===== config.mk =====
export PLATFORM = sky130hd
export DESIGN_NAME = flash_self_program_map_flat
export DESIGN_NICKNAME = d
export VERILOG_FILES = /design/src/include/flash_prog_pkg.sv /design/src/include/flash_prog_if.sv /design/src/rtl/flash_self_program_map.sv /design/src/flat_wrapper.sv
export SDC_FILE = /design/constraint.sdc
export NUM_CORES = 1
export LEC_CHECK = 0
export BUFFER_PORTS_ARGS = -buffer_cell sky130_fd_sc_hd__buf_4
export CORE_AREA = 8 8 420 422
export CTS_BUF_LIST = sky130_fd_sc_hd__clkbuf_16
export DETAILED_ROUTE_END_ITERATION = 16
export DIE_AREA = 0 0 428 430
export PLACE_DENSITY = 0.39
export SYNTH_ARGS = -nofsm -noshare
export SYNTH_HDL_FRONTEND = slang
export SYNTH_SLANG_ARGS = --single-unit

===== constraint.sdc =====
create_clock -name sys_clk -period 3.05 [get_ports sys_clk]
set_input_delay 0.1525 -clock sys_clk [delete_from_list [all_inputs] [get_ports sys_clk]]
set_output_delay 0.1525 -clock sys_clk [all_outputs]
set_load 0.01 [all_outputs]

===== src/include/flash_prog_pkg.sv =====
// Shared constants for the flash self-programming sequencer and its driver.
// Assumes a single 40 MHz system clock and an RC-derived timing tick input.
package flash_prog_pkg;

    // RC oscillator tick period in ns (tick arrives as a pulse input)
    localparam int unsigned RC_TICK_NS    = 1000;
    // Flash write time window, in microseconds
    localparam int unsigned PROG_MIN_US   = 3700;
    localparam int unsigned PROG_MAX_US   = 4500;
    // Operation length in RC ticks: mid of window, within both bounds
    localparam int unsigned PROG_TICKS    =
        ((PROG_MIN_US + PROG_MAX_US) / 2) * 1000 / RC_TICK_NS;

    // Page geometry
    localparam int unsigned PAGE_WORDS    = 64;
    localparam int unsigned PAGE_BYTES    = 128;
    localparam int unsigned PTR_W         = 16;
    localparam int unsigned PAGE_LSB      = 7;
    localparam int unsigned PAGE_MSB      = 13;
    localparam int unsigned WORD_LSB      = 1;
    localparam int unsigned WORD_MSB      = 6;
    localparam int unsigned STALL_PAGES   = 32;

    // Region boundaries (last byte of concurrent-read region)
    localparam logic [15:0] CR_TOP_16K    = 16'h2fff;
    localparam logic [15:0] CR_TOP_8K     = 16'h0fff;

    // Boot start addresses, indexed by boot size code
    localparam logic [15:0] BOOT_16K_11   = 16'h3e00;
    localparam logic [15:0] BOOT_16K_10   = 16'h3c00;
    localparam logic [15:0] BOOT_16K_01   = 16'h3800;
    localparam logic [15:0] BOOT_16K_00   = 16'h3000;
    localparam logic [15:0] BOOT_8K_11    = 16'h1e00;
    localparam logic [15:0] BOOT_8K_10    = 16'h1c00;
    localparam logic [15:0] BOOT_8K_01    = 16'h1800;
    localparam logic [15:0] BOOT_8K_00    = 16'h1000;

    // Command codes carried to the sequencer
    typedef enum logic [2:0] {
        CMD_FILL  = 3'h0,
        CMD_ERASE = 3'h1,
        CMD_WRITE = 3'h2,
        CMD_LOCK  = 3'h3,
        CMD_RREN  = 3'h4
    } cmd_e;

    // Boot start address from size code and variant
    function automatic logic [15:0] boot_start(input logic is_16k,
                                               input logic [1:0] sz);
        logic [15:0] a;
        a = 16'h0000;
        case (sz)
            2'b11:   a = is_16k ? BOOT_16K_11 : BOOT_8K_11;
            2'b10:   a = is_16k ? BOOT_16K_10 : BOOT_8K_10;
            2'b01:   a = is_16k ? BOOT_16K_01 : BOOT_8K_01;
            default: a = is_16k ? BOOT_16K_00 : BOOT_8K_00;
        endcase
        return a;
    endfunction : boot_start

endpackage : flash_prog_pkg


===== src/include/flash_prog_if.sv =====
// Link between the CPU-side driver and the flash sequencer.
// Assumes both ends share sys_clk; the bench instantiates and joins them.
`timescale 1ns/1ps
`default_nettype none
interface flash_prog_if;
    import flash_prog_pkg::*;
    logic              cmd_valid;
    cmd_e              cmd;
    logic [15:0]       pointer;
    logic [15:0]       data_word;
    logic              cmd_ready;
    logic              self_program_enable;
    logic              region_busy_flag;
    logic              cmd_done;

    modport device (input cmd_valid, cmd, pointer, data_word,
                    output cmd_ready, self_program_enable,
                    region_busy_flag, cmd_done);
    modport host   (output cmd_valid, cmd, pointer, data_word,
                    input cmd_ready, self_program_enable,
                    region_busy_flag, cmd_done);
endinterface : flash_prog_if
`default_nettype wire


===== src/rtl/flash_self_program_map.sv =====
// Flash self-programming sequencer: timed erase/write, section map,
// page buffer and pointer decode.
// Assumes an RC tick pulse synchronous to sys_clk and a flash macro
// driven through the page strobes below.
//
// Operation
// - Time flash writes from RC tick
// - Erase/write/lock last 3.7 to 4.5 ms
// - 16K boot size codes set boot start
// - 8K boot size codes set boot start
// - Pages of 64 words, whole-page operations
// - Concurrent-read region below stalled 32 pages
// - Pointer bits 13:7 select page
// - Pointer bits 6:1 select buffer word
// - Pointer bit 0 is byte select
// - Busy region unreadable until read-enable command
// - Software runs programming from stalled region
// - Software waits enable clear, eeprom idle
// - Erase, fill buffer, then write page
// - Busy flag holds while region busy
// - EEPROM write blocks flash programming
`timescale 1ns/1ps
`default_nettype none
module flash_self_program_map #(
    parameter int unsigned PROG_TICKS_P = flash_prog_pkg::PROG_TICKS
) (
    input  wire logic          sys_clk,
    input  wire logic          rst,
    flash_prog_if.device       link,
    input  wire logic          rc_tick,
    input  wire logic          eeprom_write_active,
    input  wire logic          is_16k,
    input  wire logic          boot_size_sel_hi,
    input  wire logic          boot_size_sel_lo,
    input  wire logic [15:0]   read_addr,
    output logic               read_stall,
    output logic [15:0]        boot_reset_addr,
    output logic               page_erase_strobe,
    output logic               page_write_strobe,
    output logic [6:0]         page_select_index,
    output logic [15:0]        flash_wdata,
    output logic [5:0]         word_select_index
);
    import flash_prog_pkg::*;

    // Sequencer states, Gray coded along idle->busy->done
    typedef enum logic [1:0] {
        ST_IDLE = 2'b00,
        ST_BUSY = 2'b01,
        ST_DONE = 2'b11
    } seq_e;

    ////////////////////////////////////////////////////////////////////
    // Region decode

    // Concurrent-read region top for the variant
    function automatic logic in_cr(input logic v16, input logic [15:0] a);
        return a <= (v16 ? CR_TOP_16K : CR_TOP_8K);
    endfunction : in_cr

    ////////////////////////////////////////////////////////////////////
    // State

    seq_e         st_q, st_d;
    logic [12:0]  tick_q, tick_d;
    logic         enable_q, enable_d;
    logic         busy_q, busy_d;
    logic         ready_q, ready_d;
    logic         done_q, done_d;
    logic         erase_q, erase_d;
    logic         write_q, write_d;
    logic [6:0]   page_q, page_d;
    logic [5:0]   word_q, word_d;
    logic [15:0]  wdata_q, wdata_d;
    logic         stall_q, stall_d;
    logic [15:0]  boot_q, boot_d;
    logic [15:0]  buf_q [PAGE_WORDS];
    logic [15:0]  buf_d [PAGE_WORDS];
    logic         take;

    // A command is taken when valid meets the registered ready
    assign take = link.cmd_valid && ready_q;

    ////////////////////////////////////////////////////////////////////
    // Next-state logic

    // Command acceptance, timing and page strobes
    always_comb begin
        st_d     = st_q;
        tick_d   = tick_q;
        enable_d = enable_q;
        busy_d   = busy_q;
        done_d   = 1'b0;
        erase_d  = 1'b0;
        write_d  = 1'b0;
        page_d   = page_q;
        word_d   = word_q;
        wdata_d  = wdata_q;
        buf_d    = buf_q;
        // EEPROM activity holds off any new command
        ready_d  = (st_q == ST_IDLE) && !eeprom_write_active;
        case (st_q)
            ST_IDLE: begin
                if (take && !eeprom_write_active) begin
                    ready_d = 1'b0;
                    case (link.cmd)
                        CMD_FILL: begin
                            // Bits 6:1 pick the word, bit 0 ignored
                            buf_d[link.pointer[WORD_MSB:WORD_LSB]] =
                                link.data_word;
                            done_d = 1'b1;
                        end
                        CMD_ERASE, CMD_WRITE, CMD_LOCK: begin
                            page_d   = link.pointer[PAGE_MSB:PAGE_LSB];
                            enable_d = 1'b1;
                            tick_d   = 13'h0000;
                            st_d     = ST_BUSY;
                            if (link.cmd != CMD_LOCK)
                                busy_d = 1'b1;
                            if (link.cmd == CMD_ERASE)
                                erase_d = 1'b1;
                            if (link.cmd == CMD_WRITE) begin
                                write_d = 1'b1;
                                word_d  = 6'h00;
                                wdata_d = buf_q[0];
                            end
                        end
                        CMD_RREN: begin
                            busy_d = 1'b0;
                            done_d = 1'b1;
                        end
                        default: done_d = 1'b1;
                    endcase
                end
            end
            ST_BUSY: begin
                // Stream the buffer to the flash macro on the write
                if (word_q != 6'h3f) begin
                    word_d  = word_q + 6'h01;
                    wdata_d = buf_q[word_q + 6'h01];
                end
                if (rc_tick) begin
                    tick_d = tick_q + 13'h0001;
                    if (tick_q == 13'(PROG_TICKS_P - 1))
                        st_d = ST_DONE;
                end
            end
            ST_DONE: begin
                enable_d = 1'b0;
                done_d   = 1'b1;
                st_d     = ST_IDLE;
            end
            default: st_d = ST_IDLE;
        endcase
        // Index parks at the last word outside a write
        if (st_d != ST_BUSY)
            word_d = 6'h3f;
    end

    // Read stall and boot address decode
    always_comb begin
        // Concurrent-read region reads stall while the busy flag is set, from erase/write until read-enable
        stall_d = busy_q && in_cr(is_16k, read_addr);
        boot_d  = boot_start(is_16k,
                             {boot_size_sel_hi, boot_size_sel_lo});
    end

    ////////////////////////////////////////////////////////////////////
    // Registers

    // Word index also resets, to the parked last word 6'h3f, so no streaming starts
    always_ff @(posedge sys_clk) begin
        if (rst) begin
            st_q     <= ST_IDLE;
            tick_q   <= 13'h0000;
            enable_q <= 1'b0;
            busy_q   <= 1'b0;
            ready_q  <= 1'b0;
            done_q   <= 1'b0;
            erase_q  <= 1'b0;
            write_q  <= 1'b0;
            page_q   <= 7'h00;
            word_q   <= 6'h3f;
            wdata_q  <= 16'h0000;
            stall_q  <= 1'b0;
            boot_q   <= 16'h0000;
        end else begin
            st_q     <= st_d;
            tick_q   <= tick_d;
            enable_q <= enable_d;
            busy_q   <= busy_d;
            ready_q  <= ready_d;
            done_q   <= done_d;
            erase_q  <= erase_d;
            write_q  <= write_d;
            page_q   <= page_d;
            word_q   <= word_d;
            wdata_q  <= wdata_d;
            stall_q  <= stall_d;
            boot_q   <= boot_d;
        end
    end

    // Buffer contents are data, not control; no reset needed
    always_ff @(posedge sys_clk) begin
        buf_q <= buf_d;
    end

    ////////////////////////////////////////////////////////////////////
    // Outputs, all straight from flip-flops

    assign link.cmd_ready           = ready_q;
    assign link.self_program_enable = enable_q;
    assign link.region_busy_flag    = busy_q;
    assign link.cmd_done            = done_q;
    assign read_stall               = stall_q;
    assign boot_reset_addr          = boot_q;
    assign page_erase_strobe        = erase_q;
    assign page_write_strobe        = write_q;
    assign page_select_index        = page_q;
    assign word_select_index        = word_q;
    assign flash_wdata              = wdata_q;

endmodule : flash_self_program_map
`default_nettype wire


===== src/flat_wrapper.sv =====
// flat-port wrapper written by rule: the top's interface ports become plain ports
module flash_self_program_map_flat import flash_prog_pkg::*;
#(
    parameter int unsigned PROG_TICKS_P = flash_prog_pkg::PROG_TICKS
)
  (sys_clk, rst, rc_tick, eeprom_write_active, is_16k, boot_size_sel_hi, boot_size_sel_lo, read_addr, read_stall, boot_reset_addr, page_erase_strobe, page_write_strobe, page_select_index, flash_wdata, word_select_index, link_cmd_valid, link_cmd, link_pointer, link_data_word, link_cmd_ready, link_self_program_enable, link_region_busy_flag, link_cmd_done);
  flash_prog_if link_i ();
  input  wire logic sys_clk;
  input  wire logic rst;
  input  wire logic rc_tick;
  input  wire logic eeprom_write_active;
  input  wire logic is_16k;
  input  wire logic boot_size_sel_hi;
  input  wire logic boot_size_sel_lo;
  input  wire logic [15:0] read_addr;
  output logic read_stall;
  output logic [15:0] boot_reset_addr;
  output logic page_erase_strobe;
  output logic page_write_strobe;
  output logic [6:0] page_select_index;
  output logic [15:0] flash_wdata;
  output logic [5:0] word_select_index;
  input wire logic [$bits(link_i.cmd_valid)-1:0] link_cmd_valid;
  input wire logic [$bits(link_i.cmd)-1:0] link_cmd;
  input wire logic [$bits(link_i.pointer)-1:0] link_pointer;
  input wire logic [$bits(link_i.data_word)-1:0] link_data_word;
  output wire logic [$bits(link_i.cmd_ready)-1:0] link_cmd_ready;
  output wire logic [$bits(link_i.self_program_enable)-1:0] link_self_program_enable;
  output wire logic [$bits(link_i.region_busy_flag)-1:0] link_region_busy_flag;
  output wire logic [$bits(link_i.cmd_done)-1:0] link_cmd_done;
  assign link_i.cmd_valid = link_cmd_valid;
  assign link_i.cmd = link_cmd;
  assign link_i.pointer = link_pointer;
  assign link_i.data_word = link_data_word;
  assign link_cmd_ready = link_i.cmd_ready;
  assign link_self_program_enable = link_i.self_program_enable;
  assign link_region_busy_flag = link_i.region_busy_flag;
  assign link_cmd_done = link_i.cmd_done;
  flash_self_program_map #(.PROG_TICKS_P(PROG_TICKS_P)) u_core (.sys_clk(sys_clk), .rst(rst), .link(link_i), .rc_tick(rc_tick), .eeprom_write_active(eeprom_write_active), .is_16k(is_16k), .boot_size_sel_hi(boot_size_sel_hi), .boot_size_sel_lo(boot_size_sel_lo), .read_addr(read_addr), .read_stall(read_stall), .boot_reset_addr(boot_reset_addr), .page_erase_strobe(page_erase_strobe), .page_write_strobe(page_write_strobe), .page_select_index(page_select_index), .flash_wdata(flash_wdata), .word_select_index(word_select_index));
endmodule

Yosys cells after proc, flatten, opt, wreduce, memory -nomap -nowiden
Cells that the tools add are included.
{ "op_classes": {"add_sub_neg": 2, "reduce_logical": 20, "n_lt_le_gt_ge": 4, "n_eq_ne": 19, "n_mux": 43, "bitwise_logic": 5} }
{ "ops": {"columns": ["op", "n"], "rows": [
  ["$bwmux 1024", 1],
  ["$mux 16", 7],
  ["$bmux 16 s6", 1],
  ["$demux 16 s6", 1],
  ["$mux 14", 5],
  ["$pmux 16 s3", 1],
  ["$mux 13", 3],
  ["$pmux 16 s2", 1],
  ["$pmux 13 s2", 1],
  ["$mux 6", 4],
  ["$le 16x16->1", 1],
  ["$ge 7x7->1 const B", 2],
  ["$not 6->7", 2],
  ["$add 13x1->13 const B", 1],
  ["$eq 13x13->1 const B", 1],
  ["$pmux 6 s2", 1],
  ["$mux 1", 9],
  ["$reduce_and 3->1", 3],
  ["$mux 2", 4],
  ["$ne 2x2->1 const B", 4],
  ["$reduce_and 4->1", 2],
  ["$lt 7x1->1 const B", 1],
  ["$add 6x1->6 const B", 1],
  ["$eq 2x2->1 const B", 3],
  ["other kinds (19)", 33]
]} }
{ "totals": {"input_bits": 59, "word_cells": 170, "out_inout_bits": 52, "ff_bits": 1091} }

Longest topological paths before layout
Gate-level depths: netlist (run 1).
{ "logic_depth": {"depth_word": 7, "mapped_depth": 10, "depth_no_buf": 8} }

Worst setup path before layout (run 1)
OpenSTA, ideal clock, no wires.
{ "synth_path": {"path_kind": "register to register", "startpoint": "register u_core.st_q[0]", "endpoint": "register u_core.buf_q[400] (netlist bit) (enable)", "stages_incl_launch_ff": 9, "path_slack_ns": 0.172, "path_buffers": 1, "required_time_ns": 2.662, "arrival_time_ns": 2.490, "path_cell_list": "dfxtp_1 -> inv_1 -> ha_1 -> nand2b_1 -> or3_1 -> clkbuf_1 -> nor3_1 -> nand3_1 -> nor2_1"} }
{ "synth_via": {"elab_chain_cells": 2} }
{ "synth_lines": {"columns": ["item", "line_no", "source"], "rows": [
  ["start, declared", "flash_self_program_map.sv:64", "seq_e st_q, st_d;"],
  ["start signal, assigned", "flash_self_program_map.sv:188", "st_q <= st_d;"],
  ["$logic_not 2->1", "flash_self_program_map.sv:102", "case (st_q)"],
  ["$reduce_and 3->1 (no line)", null, null],
  ["end signal, assigned", "flash_self_program_map.sv:206", "buf_q <= buf_d;"],
  ["end, declared", "flash_self_program_map.sv:77", "logic [15:0] buf_q [PAGE_WORDS];"]
]} }
Every way passes these cells.
A chain may end at the register's enable or synchronous reset.

Worst setup path in the final report (run 1)
{ "layout_path": {"startpoint": "register u_core.word_q[2] (netlist: u_core.word_select_index[2])", "endpoint": "register u_core.wdata_q[0] (netlist: u_core.flash_wdata[0])"} }
{ "layout_via": {"elab_chain_cells": 7, "elab_cells_between_ends": 10} }
{ "layout_lines": {"columns": ["item", "line_no", "source"], "rows": [
  ["start, declared", "flash_self_program_map.sv:73", "logic [5:0] word_q, word_d;"],
  ["start signal, assigned", "flash_self_program_map.sv:197", "word_q <= word_d;"],
  ["$add 6x1->6", "flash_self_program_map.sv:140", "wdata_d = buf_q[word_q + 6'h01];"],
  ["$not 6->7 (implied by the code)", "flash_self_program_map.sv:140", null],
  ["$bmux 16 s6", "flash_self_program_map.sv:140", null],
  ["$mux 16 (implied by the code) (2 in a row)", "flash_self_program_map.sv:140", null],
  ["$mux 16", "flash_self_program_map.sv:138", "if (word_q != 6'h3f) begin"],
  ["$pmux 16 s2", "flash_self_program_map.sv:102", null],
  ["end signal, assigned", "flash_self_program_map.sv:198", "wdata_q <= wdata_d;"],
  ["end, declared", "flash_self_program_map.sv:74", "logic [15:0] wdata_q, wdata_d;"]
]} }
Several ways; a longest one is shown, not always the timed one. The select of a mux whose other input is x is not followed.

==> results of run 1 <==
-- layer usage --
layer	routed length, um	vias to the layer above	part of all wire (%)
met5	0	-	0
met4	4510	0	3.6
met3	5340	195	4.3
met2	59100	518	48
met1	55400	11722	45
li1	-	9178	-
-- metrics by stage --
stage | hold WS, ns | total power [mW] | utilization [%]
6_report | 0.0100 | 31.3 | 30.3
5_1_grt | 0.0124 | 32.4 | 30.3
4_1_cts | 0.00222 | 31.8 | 30.3
3_5_place_dp | 0.362 | 17.5 | 27.8
3_3_place_gp | 0.362 | 17.5 | 27.8
2_1_floorplan | 0.229 | 16.9 | -
-- kinds of logic (layout without fill, tap and decap cells) --
family                   count (synthesis)  in the layout  share of synthesized area [%]
AND/OR/NAND/NOR                        331            331                           3.55
XOR/XNOR                                18             18                          0.428
AO/OA/AOI/OAI                          157            157                           2.59
other                                    1             19                        0.00891
buffers and inverters                  125            558                           1.70
adder cells (fa/ha/maj)                  6              6                          0.178
flip-flops                            1080           1080                           75.8
multiplexers                           322            322                           15.8
-- timing repair --
item | CTS | global route
endpoints found under the hold margin | 156 | 0
buffers inserted | 0 | 4
setup endpoints to repair | 0 | 4
resized for setup | 0 | 3
hold buffers | 36 | 0
-- power groups by stage --
stage               logic [mW]  clock network (mW)  registers [mW]
finish                   0.960                14.1            16.3
CTS                      0.983                14.6            16.3
floorplan                0.332                   0            16.6
global placement         0.926                   0            16.6
detailed placement       0.950                   0            16.6
global route              1.03                15.1            16.2
-- cells in the mapped netlist, types with 4 or more instances --
library cell               instances
sky130_fd_sc_hd__a211oi_1          5
sky130_fd_sc_hd__a21oi_1          24
sky130_fd_sc_hd__a22oi_1           7
sky130_fd_sc_hd__a311oi_1          8
sky130_fd_sc_hd__a32oi_1           7
sky130_fd_sc_hd__a41oi_1           7
sky130_fd_sc_hd__buf_1             5
sky130_fd_sc_hd__buf_2            43
sky130_fd_sc_hd__buf_4            28
sky130_fd_sc_hd__buf_6            10
sky130_fd_sc_hd__clkbuf_1         30
sky130_fd_sc_hd__dfxtp_1          56
sky130_fd_sc_hd__edfxtp_1       1024
sky130_fd_sc_hd__ha_1              6
sky130_fd_sc_hd__inv_1             6
sky130_fd_sc_hd__mux2i_1          49
sky130_fd_sc_hd__mux4_2          269
sky130_fd_sc_hd__nand2_1          97
sky130_fd_sc_hd__nand2b_1          5
sky130_fd_sc_hd__nand3_1          40
sky130_fd_sc_hd__nand3b_1          6
sky130_fd_sc_hd__nand4_1          22
sky130_fd_sc_hd__nor2_1          128
sky130_fd_sc_hd__nor2b_1           4
sky130_fd_sc_hd__nor3_1            5
sky130_fd_sc_hd__o211ai_1         11
sky130_fd_sc_hd__o21a_1            8
sky130_fd_sc_hd__o21ai_0          36
sky130_fd_sc_hd__o221ai_1         16
sky130_fd_sc_hd__o22ai_1          10
sky130_fd_sc_hd__o311a_1           8
sky130_fd_sc_hd__or3_1             4
sky130_fd_sc_hd__xnor2_1           6
sky130_fd_sc_hd__xor2_1            9
-- registers in the layout, indices dropped and copies added (netlist names) --
| name | count |
|---|---|
| u_core.link.cmd_ready | 1 |
| u_core.link.region_busy_flag | 1 |
| u_core.page_select_index | 7 |
| u_core.link.cmd_done | 1 |
| u_core.link.self_program_enable | 1 |
| u_core.read_stall | 1 |
| u_core.flash_wdata | 16 |
| u_core.buf_q | 1024 |
| u_core.boot_reset_addr | 5 |
| u_core.tick_q | 13 |
| u_core.word_select_index | 6 |
| u_core.page_write_strobe | 1 |
| u_core.st_q | 2 |
| u_core.page_erase_strobe | 1 |
-- worst min-delay path by stage --
| stage | startpoint | end | slack, ns | cells past startpoint |
|---|---|---|---|---|
| 4_1_cts | link_data_word[1] | u_core.buf_q[785] | 0.002 | 1 |
| 2_1_floorplan | link_cmd[1] | u_core.page_erase_strobe | 0.23 | 1 |
| 5_1_grt | link_data_word[1] | u_core.buf_q[785] | 0.01 | 1 |
| 3_5_place_dp | read_addr[12] | u_core.read_stall | 0.36 | 2 |
| 6_report | link_data_word[1] | u_core.buf_q[881] | 0.01 | 1 |
| 3_3_place_gp | read_addr[12] | u_core.read_stall | 0.36 | 2 |
-- cell type report --
type	count	area, um^2	share of cell area, %
inverters	8	30.0	0.0581
diodes	8	20.0	0.0388
well taps	2233	2790	5.41
multi-input cells	845	9620	18.6
repair buffers	323	3420	6.61
flip-flops and latches	1080	31900	61.7
clock buffers	122	3050	5.91
clock inverters	105	837	1.62
-- worst max-delay path: cells and delay by family (launching register included) --
family	cells	cell delay (ns)
multiplexers	2	0.79
flip-flops	1	0.54
buffers and inverters	2	0.54
AO/OA/AOI/OAI	2	0.30
XOR/XNOR	1	0.29
AND/OR/NAND/NOR	1	0.21
==> metrics.txt, run 1 <==
# TYPE chip_impl_metric gauge
chip_impl_metric{name="finalSetupTns",unit="ns"} 0
chip_impl_info{name="grt_setup_unrepaired",value="false"} 1
chip_impl_metric{name="clk-insertion-delay-late",unit="ns"} 0.76
chip_impl_metric{name="layout.nets",unit=""} 2444
chip_impl_metric{name="pre_cts_slack",unit="ns"} 0.0668
chip_impl_metric{name="clockBufferDepth",unit=""} 3
chip_impl_metric{name="row_count",unit=""} 152
chip_impl_info{name="cp_cell_sequence",value="buf_4 > xor2_4 > buf_12 > mux4_2 > mux2i_1 > a22oi_1 > nand3_1 > a41oi_1"} 1
chip_impl_info{name="mostFrequentLayoutCells",value="sky130_fd_sc_hd__edfxtp_1 (1024), sky130_fd_sc_hd__mux4_2 (269), sky130_fd_sc_hd__buf_4 (215)"} 1
chip_impl_info{name="worst_setup_path_startpoint",value="u_core.word_select_index[2]"} 1
chip_impl_info{name="run_status",value="complete, no violations"} 1
chip_impl_info{name="cts_tree",value="done"} 1
chip_impl_metric{name="pwr-share-comb",unit="%"} 3.1
chip_impl_info{name="cts_root_buf",value="sky130_fd_sc_hd__clkbuf_16"} 1
chip_impl_metric{name="area.growth.synth_to_final",unit="%"} 22.8
chip_impl_metric{name="instances_no_fill",unit=""} 4724
chip_impl_metric{name="clockPowerShare",unit="%"} 45.0
chip_impl_metric{name="synth.yosys.warnings",unit=""} 0
chip_impl_metric{name="dpl.hpwl",unit="mm"} 77.0
chip_impl_metric{name="grt_use_met2",unit="%"} 21.4
chip_impl_metric{name="timing.final.setup_violations",unit=""} 0
chip_impl_info{name="regToRegEndpoint",value="u_core.flash_wdata[0]"} 1
chip_impl_metric{name="route.antenna.remaining_nets",unit=""} 0
chip_impl_metric{name="die-width",unit="um"} 428
chip_impl_metric{name="cts_num_sinks",unit=""} 1080
chip_impl_metric{name="placeableCoreArea",unit="um^2"} 170000
chip_impl_metric{name="slew_violations",unit=""} 0
chip_impl_metric{name="initial_utilization",unit="%"} 24.7
chip_impl_metric{name="relative_contribution_of_sequential_cells_to_total_power",unit="%"} 52.0
chip_impl_metric{name="synth_seq_area_share",unit="%"} 75.8
chip_impl_info{name="worst_r2r_startpoint",value="u_core.word_select_index[2]"} 1
chip_impl_info{name="worst_path_max_delay_cell",value="sky130_fd_sc_hd__dfxtp_1"} 1
chip_impl_metric{name="share_of_post_route_cells_with_drive_strength_above_1",unit="%"} 30.5
chip_impl_info{name="grt_busiest_layer",value="met2"} 1
chip_impl_metric{name="antenna_found_initial",unit=""} 8
chip_impl_info{name="layout_commonest_cell",value="sky130_fd_sc_hd__edfxtp_1"} 1
chip_impl_metric{name="r2r_cells",unit=""} 8
chip_impl_metric{name="io_buffer_count",unit=""} 96
chip_impl_info{name="hp-class",value="in2reg"} 1
chip_impl_metric{name="post_synth_num_cell_types",unit=""} 61
chip_impl_metric{name="grt_start_max_net_pins",unit=""} 66
chip_impl_metric{name="drt_iter0_markers",unit=""} 1666
chip_impl_metric{name="synthDominantCellAreaShare",unit="%"} 73.1
chip_impl_metric{name="timing.critical_path.arrival",unit="ns"} 3.53
chip_impl_metric{name="use_met3",unit="%"} 2.12
chip_impl_info{name="timing.critical_path.to",value="u_core.flash_wdata[0]"} 1
chip_impl_metric{name="die_h",unit="um"} 430
chip_impl_metric{name="numPlacedInstances",unit=""} 4449
chip_impl_metric{name="power.net_switching",unit="mW"} 6.74
chip_impl_metric{name="syn_avg_cell_area",unit="um^2"} 20.6
chip_impl_metric{name="number_of_instances_in_the_synthesized_netlist",unit=""} 2040
chip_impl_metric{name="post_placement_cell_area",unit="um^2"} 47300
chip_impl_metric{name="synth_enable_flop_cells",unit=""} 1024
chip_impl_metric{name="groute.layer.met1.usage",unit="%"} 17.9
chip_impl_metric{name="worst_slack",unit="ns"} 0.126
chip_impl_metric{name="cpPeakStageDelay",unit="ns"} 0.54
chip_impl_info{name="ys_dominant_reg_cell",value="sky130_fd_sc_hd__edfxtp_1"} 1
chip_impl_info{name="endpoint_type_of_the_worst_setup_path",value="register"} 1
chip_impl_metric{name="drc_violations_left",unit=""} 0
chip_impl_metric{name="cp_max_fo",unit=""} 50
chip_impl_metric{name="finalClockSkew",unit="ns"} 0.0434
chip_impl_metric{name="syn_area",unit="um^2"} 42100
chip_impl_metric{name="timing.critical_path.required",unit="ns"} 3.66
chip_impl_metric{name="gpl.final_weighted_congestion",unit=""} 0.820
chip_impl_metric{name="max_freq",unit="MHz"} 342
chip_impl_metric{name="worstMarginPinSlew",unit="ns"} 0.967
chip_impl_metric{name="final_period_util",unit="%"} 95.9
chip_impl_metric{name="power.static_leakage",unit="nW"} 16.3
chip_impl_metric{name="power-per-cell-area",unit="nW/um^2"} 606
chip_impl_info{name="synthDominantAreaCellType",value="sky130_fd_sc_hd__edfxtp_1"} 1
chip_impl_metric{name="boundaryPins",unit=""} 111
chip_impl_metric{name="max-cap-violations",unit=""} 0
chip_impl_metric{name="h-tree-depth",unit=""} 3
chip_impl_metric{name="r2r_slack",unit="ns"} 0.13
chip_impl_metric{name="wl",unit="mm"} 124
chip_impl_metric{name="cts_buffers",unit=""} 121
chip_impl_metric{name="final_hold_viol_count",unit=""} 0
chip_impl_metric{name="ir_worst_vdd",unit="mV"} 0.418
chip_impl_metric{name="clk_pin_slew",unit="ns"} 0.06
chip_impl_metric{name="first_global_vias",unit=""} 22482
chip_impl_metric{name="global_route.overflow_total",unit=""} 0
chip_impl_metric{name="viasPerCell",unit=""} 4.58
chip_impl_metric{name="cell_internal_pwr",unit="mW"} 24.6
chip_impl_info{name="netlist_top_cells_area",value="sky130_fd_sc_hd__edfxtp_1 (73%), sky130_fd_sc_hd__mux4_2 (14%), sky130_fd_sc_hd__dfxtp_1 (2.7%)"} 1
chip_impl_metric{name="fill_cells",unit=""} 16400
chip_impl_metric{name="switching_share",unit="%"} 21.5
chip_impl_metric{name="async_flop_share",unit="%"} 0
chip_impl_metric{name="synth.ff_latch_count",unit=""} 1080
chip_impl_metric{name="design.die.area",unit="um^2"} 184000
chip_impl_metric{name="drt-wirelength-per-cell",unit="um"} 26.3
chip_impl_info{name="startpoint_type",value="register"} 1
chip_impl_metric{name="fin_crit",unit="ns"} 2.92
chip_impl_metric{name="grt_use_total",unit="%"} 13.1
chip_impl_metric{name="relative_slew_margins",unit="%"} 35.5
chip_impl_info{name="critical_path_class",value="reg2reg"} 1
chip_impl_metric{name="grt_first_pass_wirelength",unit="mm"} 175
chip_impl_metric{name="num_vias",unit=""} 21613
chip_impl_metric{name="post-route-cell-area",unit="um^2"} 51600
chip_impl_metric{name="drt_first_pass_iters",unit=""} 5
Note: power is estimated with default switching activity, not from simulation.
==> inputs of run 2 (changes only) <==
CORE_AREA = 3 3 415 417   (was 8 8 420 422)
DIE_AREA = 0 0 418 420   (was 0 0 428 430)
==> run 2 against run 1 <==
Against the previous run:
- setup slack worse by 0.087 ns
- fmax down 2.9%
- via count down 0.59%
- clock skew rose by 0.015 ns
- combinational power barely moved
- register-to-register slack lost 0.09 ns
- wire length is 0.33% lower
- final area fell by 0.17%
- critical endpoint is now u_core.flash_wdata[15]
- largest power group unchanged
- highest routed layer unchanged
==> metrics.txt, run 2 (same netlist as run 1, synthesis figures left out) <==
# TYPE chip_impl_metric gauge
chip_impl_metric{name="power-per-cell-area",unit="nW/um^2"} 606
chip_impl_info{name="critical_path_class",value="reg2reg"} 1
chip_impl_metric{name="instances_no_fill",unit=""} 4705
chip_impl_metric{name="grt_start_max_net_pins",unit=""} 65
chip_impl_metric{name="timing.critical_path.arrival",unit="ns"} 3.62
chip_impl_metric{name="power.net_switching",unit="mW"} 6.72
chip_impl_metric{name="relative_slew_margins",unit="%"} 33.9
chip_impl_metric{name="final_period_util",unit="%"} 98.7
chip_impl_metric{name="viasPerCell",unit=""} 4.57
chip_impl_metric{name="gpl.final_weighted_congestion",unit=""} 0.814
chip_impl_metric{name="dpl.hpwl",unit="mm"} 77.2
chip_impl_metric{name="layout.nets",unit=""} 2444
chip_impl_metric{name="whs_path_depth",unit=""} 1
chip_impl_metric{name="grt_use_total",unit="%"} 14.1
chip_impl_info{name="hold-path-endpoint",value="u_core.buf_q[199]"} 1
chip_impl_info{name="cts_root_buf",value="sky130_fd_sc_hd__clkbuf_16"} 1
chip_impl_info{name="hold_path_startpoint",value="link_data_word[7]"} 1
chip_impl_metric{name="first_global_vias",unit=""} 22508
chip_impl_metric{name="global_route.overflow_total",unit=""} 0
chip_impl_metric{name="fin_crit",unit="ns"} 3.01
chip_impl_metric{name="final_hold_viol_count",unit=""} 0
chip_impl_metric{name="num_vias",unit=""} 21485
chip_impl_info{name="hp-class",value="in2reg"} 1
chip_impl_metric{name="wl",unit="mm"} 124
chip_impl_metric{name="clk_pin_slew",unit="ns"} 0.06
chip_impl_metric{name="r2r_slack",unit="ns"} 0.04
chip_impl_metric{name="pre_cts_slack",unit="ns"} -0.0602
chip_impl_metric{name="clockPowerShare",unit="%"} 44.9
chip_impl_metric{name="final_core_utilization",unit="%"} 30.5
chip_impl_metric{name="design.die.area",unit="um^2"} 176000
chip_impl_info{name="cts_tree",value="done"} 1
chip_impl_metric{name="max_freq",unit="MHz"} 332
chip_impl_metric{name="initial_utilization",unit="%"} 24.9
chip_impl_info{name="worst_r2r_startpoint",value="u_core.word_select_index[0]"} 1
chip_impl_metric{name="route.antenna.remaining_nets",unit=""} 0
chip_impl_metric{name="cp_max_fo",unit=""} 34
chip_impl_metric{name="timing.final.setup_violations",unit=""} 0
chip_impl_metric{name="io_buffer_count",unit=""} 96
chip_impl_info{name="regToRegEndpoint",value="u_core.flash_wdata[15]"} 1
chip_impl_metric{name="antenna_found_initial",unit=""} 3
chip_impl_metric{name="h-tree-depth",unit=""} 3
chip_impl_metric{name="power.static_leakage",unit="nW"} 16.3
chip_impl_metric{name="ir_worst_vdd",unit="mV"} 0.402
chip_impl_info{name="top_register_by_number_of_flip_flops",value="u_core.buf_q"} 1
chip_impl_metric{name="timing.critical_path.required",unit="ns"} 3.66
chip_impl_metric{name="r2r_cells",unit=""} 9
chip_impl_info{name="run_status",value="complete, no violations"} 1
chip_impl_metric{name="switching_share",unit="%"} 21.5
chip_impl_metric{name="area.growth.synth_to_final",unit="%"} 22.6
chip_impl_metric{name="worst_slack",unit="ns"} 0.0388
chip_impl_info{name="grt_setup_unrepaired",value="false"} 1
chip_impl_metric{name="die_h",unit="um"} 420
chip_impl_metric{name="slew_violations",unit=""} 0
chip_impl_metric{name="largest_reg_flops",unit=""} 1024
chip_impl_metric{name="pwr-share-comb",unit="%"} 3.1
chip_impl_info{name="mostFrequentLayoutCells",value="sky130_fd_sc_hd__edfxtp_1 (1024), sky130_fd_sc_hd__mux4_2 (269), sky130_fd_sc_hd__buf_4 (221)"} 1
chip_impl_metric{name="drt_first_pass_iters",unit=""} 5
chip_impl_metric{name="die-width",unit="um"} 418
chip_impl_metric{name="placeableCoreArea",unit="um^2"} 169000
chip_impl_info{name="layout_commonest_cell",value="sky130_fd_sc_hd__edfxtp_1"} 1
chip_impl_metric{name="drt-wirelength-per-cell",unit="um"} 26.3
chip_impl_metric{name="fill_cells",unit=""} 16263
chip_impl_metric{name="cts_buffers",unit=""} 121
chip_impl_metric{name="worstMarginPinSlew",unit="ns"} 0.992
chip_impl_metric{name="drc_violations_left",unit=""} 0
chip_impl_info{name="endpoint_type_of_the_worst_setup_path",value="register"} 1
chip_impl_info{name="startpoint_type",value="register"} 1
chip_impl_metric{name="grt_first_pass_wirelength",unit="mm"} 175
chip_impl_metric{name="numPlacedInstances",unit=""} 4437
chip_impl_metric{name="finalClockSkew",unit="ns"} 0.0583
chip_impl_metric{name="relative_contribution_of_sequential_cells_to_total_power",unit="%"} 52.0
chip_impl_metric{name="cell_internal_pwr",unit="mW"} 24.5
chip_impl_metric{name="row_count",unit=""} 151
chip_impl_metric{name="boundaryPins",unit=""} 111
chip_impl_metric{name="clk-insertion-delay-late",unit="ns"} 0.77
chip_impl_metric{name="drt_iter0_markers",unit=""} 1814
chip_impl_metric{name="clockBufferDepth",unit=""} 3
chip_impl_metric{name="cts_num_sinks",unit=""} 1080
chip_impl_metric{name="max-cap-violations",unit=""} 0
chip_impl_metric{name="share_of_post_route_cells_with_drive_strength_above_1",unit="%"} 30.7
## run 2: cell count changes in the layout (fill, tap and decap cells not counted), sizes merged
cell,change
inv,-12
clkinv,+11
diode,-2
buf,-1
clkbuf,-1
dlygate4sd3,+1
## run 2: critical path, cell delays in order (launching register included)
cell and delay [ns]:
sky130_fd_sc_hd__dfxtp_4 0.41, sky130_fd_sc_hd__ha_4 0.45, sky130_fd_sc_hd__buf_12 0.29, sky130_fd_sc_hd__buf_4 0.24, sky130_fd_sc_hd__mux4_2 0.32, sky130_fd_sc_hd__nand2_1 0.09
sky130_fd_sc_hd__nand3_1 0.24, sky130_fd_sc_hd__a32oi_1 0.49, sky130_fd_sc_hd__buf_4 0.20, sky130_fd_sc_hd__a41oi_1 0.12
## run 2: layer usage
metal / up-vias / GRT usage (%) / routed length, um
li1: 9159 / - / -
met1: 11627 / 18.8 / 54700
met2: 545 / 23.4 / 60500
met3: 154 / 2.68 / 5700
met4: 0 / 3.78 / 3070
met5: - / 0 / 0
## run 2: stage by stage
stage	setup TNS, ns	hold WS [ns]	instance area [um^2]	total power, mW
after CTS	0	0.00270	51500	31.7
after global routing	0	0.0105	51500	32.3
final	0	0.00338	51600	31.2
after global placement	-0.126	0.360	47200	17.5
after detailed placement	-0.193	0.356	47200	17.5
after floorplan	0	0.229	42100	16.9
## run 2: worst max-delay path by stage
| stage | startpoint | endpoint | slack [ns] | cells after the start |
|---|---|---|---|---|
| finish | u_core.word_select_index[0] | u_core.flash_wdata[15] | 0.04 | 9 |
| detailed placement | u_core.word_select_index[0] | u_core.flash_wdata[2] | -0.06 | 7 |
| floorplan | u_core.st_q[0] | u_core.buf_q[400] | 0.17 | 8 |
| global route | u_core.word_select_index[0] | u_core.flash_wdata[3] | 0.01 | 9 |
| global placement | u_core.word_select_index[0] | u_core.flash_wdata[4] | -0.04 | 9 |
| CTS | u_core.word_select_index[0] | u_core.flash_wdata[6] | 0.01 | 10 |
## run 2: layout make-up
class                      instances  area (um^2)  area share (%)
sequential                      1080        31900            61.8
multi-input combinational        845         9660            18.7
timing repair buffer             323         3330            6.46
clock buffer                     121         3030            5.87
tap                             2218         2780            5.38
clock inverter                   104          847            1.64
inverter                           8         30.0          0.0582
antenna                            6         15.0          0.0291
## run 2: timing repair
item / CTS / global route
resized for setup: 6 / 4
endpoints found under the setup margin: 5 / 6
hold buffers: 36 / 1
endpoints found under the hold margin: 106 / 7
buffers inserted: 0 / 0
## run 2: power by group through the flow
stage | Combinational, mW | Clock [mW] | Sequential [mW]
2_1_floorplan | 0.332 | 0 | 16.6
3_3_place_gp | 0.932 | 0 | 16.6
3_5_place_dp | 0.957 | 0 | 16.6
4_1_cts | 0.991 | 14.4 | 16.3
5_1_grt | 1.04 | 15.1 | 16.2
6_report | 0.961 | 14.0 | 16.3
==> inputs of run 3 (changes only) <==
CORE_AREA = 3 3 351 492   (was 3 3 415 417)
DIE_AREA = 0 0 354 495   (was 0 0 418 420)
==> run 3 against run 2 <==
Against the previous run:
- via count is 0.44% lower
- final area is 0.18% lower
- clock power is 3% lower
- combinational power is 3.1% lower
- setup slack better by 0.14 ns
- total power is 1.5% lower
- clock skew is 0.024 ns lower
- critical endpoint is now u_core.flash_wdata[8]
- highest routed layer is now met5
==> metrics.txt, run 3 (same netlist as run 1, synthesis figures left out) <==
# TYPE chip_impl_metric gauge
chip_impl_metric{name="clockBufferDepth",unit=""} 3
chip_impl_metric{name="final_core_utilization",unit="%"} 30.6
chip_impl_info{name="grt_setup_unrepaired",value="false"} 1
chip_impl_metric{name="worstMarginPinSlew",unit="ns"} 0.939
chip_impl_metric{name="cts_buffers",unit=""} 111
chip_impl_metric{name="placeableCoreArea",unit="um^2"} 168000
chip_impl_metric{name="clk-insertion-delay-late",unit="ns"} 0.72
chip_impl_metric{name="timing.critical_path.arrival",unit="ns"} 3.47
chip_impl_metric{name="die-width",unit="um"} 354
chip_impl_metric{name="finalClockSkew",unit="ns"} 0.0340
chip_impl_info{name="layout_commonest_cell",value="sky130_fd_sc_hd__edfxtp_1"} 1
chip_impl_metric{name="relative_slew_margins",unit="%"} 37.4
chip_impl_metric{name="drt_first_pass_iters",unit=""} 5
chip_impl_info{name="mostFrequentLayoutCells",value="sky130_fd_sc_hd__edfxtp_1 (1024), sky130_fd_sc_hd__mux4_2 (269), sky130_fd_sc_hd__buf_4 (232)"} 1
chip_impl_metric{name="max_freq",unit="MHz"} 348
chip_impl_metric{name="cp_max_fo",unit=""} 13
chip_impl_metric{name="slew_violations",unit=""} 0
chip_impl_info{name="cts_tree",value="done"} 1
chip_impl_metric{name="viasPerCell",unit=""} 4.52
chip_impl_info{name="regToRegEndpoint",value="u_core.flash_wdata[8]"} 1
chip_impl_metric{name="grt_start_max_net_pins",unit=""} 65
chip_impl_metric{name="r2r_slack",unit="ns"} 0.17
chip_impl_metric{name="clk_pin_slew",unit="ns"} 0.06
chip_impl_metric{name="ir_worst_vdd",unit="mV"} 0.415
chip_impl_metric{name="cpPeakStageDelay",unit="ns"} 0.50
chip_impl_metric{name="layout.nets",unit=""} 2447
chip_impl_metric{name="timing.final.setup_violations",unit=""} 0
chip_impl_metric{name="route.antenna.remaining_nets",unit=""} 0
chip_impl_info{name="cpMostUsedCell",value="sky130_fd_sc_hd__buf_12"} 1
chip_impl_info{name="hold_path_startpoint",value="link_data_word[9]"} 1
chip_impl_metric{name="finalPower",unit="mW"} 30.8
chip_impl_metric{name="initial_utilization",unit="%"} 25.0
chip_impl_metric{name="boundaryPins",unit=""} 111
chip_impl_metric{name="gpl.final_weighted_congestion",unit=""} 0.782
chip_impl_metric{name="grt_use_total",unit="%"} 14.1
chip_impl_info{name="startpoint_type",value="register"} 1
chip_impl_metric{name="timing.critical_path.required",unit="ns"} 3.64
chip_impl_info{name="cp_top_family",value="multiplexers"} 1
chip_impl_metric{name="max-cap-violations",unit=""} 0
chip_impl_metric{name="dpl.hpwl",unit="mm"} 78.5
chip_impl_metric{name="fin_crit",unit="ns"} 2.88
chip_impl_info{name="run_status",value="complete, no violations"} 1
chip_impl_info{name="hold-path-endpoint",value="u_core.buf_q[745]"} 1
chip_impl_metric{name="design.die.area",unit="um^2"} 175000
chip_impl_metric{name="drt-wirelength-per-cell",unit="um"} 26.3
chip_impl_metric{name="global_route.overflow_total",unit=""} 0
chip_impl_metric{name="drt_iter0_markers",unit=""} 1658
chip_impl_metric{name="r2r_cells",unit=""} 9
chip_impl_metric{name="power.static_leakage",unit="nW"} 16.3
chip_impl_info{name="hp-class",value="in2reg"} 1
chip_impl_info{name="worst_path_max_delay_cell",value="sky130_fd_sc_hd__mux4_2"} 1
chip_impl_info{name="endpoint_type_of_the_worst_setup_path",value="register"} 1
chip_impl_info{name="cts_root_buf",value="sky130_fd_sc_hd__clkbuf_16"} 1
chip_impl_metric{name="worst_slack",unit="ns"} 0.174
chip_impl_metric{name="timing.hold.ws",unit="ns"} 0.0284
chip_impl_info{name="top_register_by_number_of_flip_flops",value="u_core.buf_q"} 1
chip_impl_metric{name="drc_violations_left",unit=""} 0
chip_impl_metric{name="num_vias",unit=""} 21390
chip_impl_metric{name="largest_reg_flops",unit=""} 1024
chip_impl_info{name="critical_path_class",value="reg2reg"} 1
chip_impl_metric{name="pre_cts_slack",unit="ns"} -0.0306
chip_impl_metric{name="first_global_vias",unit=""} 22720
chip_impl_metric{name="finalSetupTns",unit="ns"} 0
chip_impl_metric{name="power-per-cell-area",unit="nW/um^2"} 598
chip_impl_metric{name="final_period_util",unit="%"} 94.3
chip_impl_metric{name="antenna_found_initial",unit=""} 14
chip_impl_metric{name="whs_path_depth",unit=""} 1
chip_impl_metric{name="cts_num_sinks",unit=""} 1080
chip_impl_metric{name="wl",unit="mm"} 124
chip_impl_metric{name="area.growth.synth_to_final",unit="%"} 22.3
chip_impl_metric{name="die_h",unit="um"} 495
chip_impl_metric{name="h-tree-depth",unit=""} 3
chip_impl_metric{name="final_hold_viol_count",unit=""} 0
chip_impl_metric{name="worst-path-buf-inv",unit=""} 4
chip_impl_metric{name="row_count",unit=""} 178
chip_impl_metric{name="share_of_post_route_cells_with_drive_strength_above_1",unit="%"} 31.0
chip_impl_metric{name="io_buffer_count",unit=""} 96
chip_impl_metric{name="grt_first_pass_wirelength",unit="mm"} 176
chip_impl_info{name="worst_r2r_startpoint",value="u_core.word_select_index[1]"} 1
chip_impl_info{name="cp_cell_sequence",value="ha_4 > buf_12 > buf_12 > buf_12 > mux4_2 > mux4_2 > a311oi_1 > buf_4 > o22ai_1"} 1
[run 3: per-stage QoR]
| step | area, um^2 | instances |
|---|---|---|
| floorplan | 42100 | 2050 |
| global placement | 47400 | 4481 |
| detailed placement | 47400 | 4481 |
| CTS | 51400 | 4726 |
| global route | 51500 | 4727 |
| finish | 51500 | 4731 |
[run 3: cell type report]
cell class,instances,area (um^2)
diodes,5,12.5
clock buffers,114,2850
clock inverters,93,764
fillers,16411,117000
inverters,8,30.0
multi-input cells,845,9640
flip-flops and latches,1080,31900
well taps,2250,2820
repair buffers,336,3470
[run 3: worst max-delay path by stage]
stage	startpoint	endpoint	slack, ns	cells past startpoint
6_report	u_core.word_select_index[1]	u_core.flash_wdata[8]	0.17	9
3_3_place_gp	u_core.word_select_index[0]	u_core.flash_wdata[15]	-0.009	9
5_1_grt	u_core.st_q[1]	u_core.buf_q[871]	0.01	10
4_1_cts	u_core.word_select_index[1]	u_core.flash_wdata[8]	0.11	9
3_5_place_dp	u_core.word_select_index[2]	u_core.flash_wdata[15]	-0.03	9
2_1_floorplan	u_core.st_q[0]	u_core.buf_q[400]	0.17	8
[run 3: report_power, final]
part / switching (mW) / internal, mW
logic: 0.649 / 0.282
clock network: 5.75 / 7.84
registers: 0.0247 / 16.2
total: 6.43 / 24.4
[run 3: per-layer routing]
layer  global-route usage [%]  share of wire (%)
met4                     4.22                2.2
met1                     17.2                 40
met2                     25.5                 53
met5                        0              0.056
met3                     2.43                5.3
[run 3: what timing repair did]
action,in CTS,in global routing
endpoints found under the hold margin,48,0
setup buffers,4,0
hold buffers,34,0
resized for setup,2,2
pin swaps,1,0
cloned,0,0
setup endpoints to repair,3,2
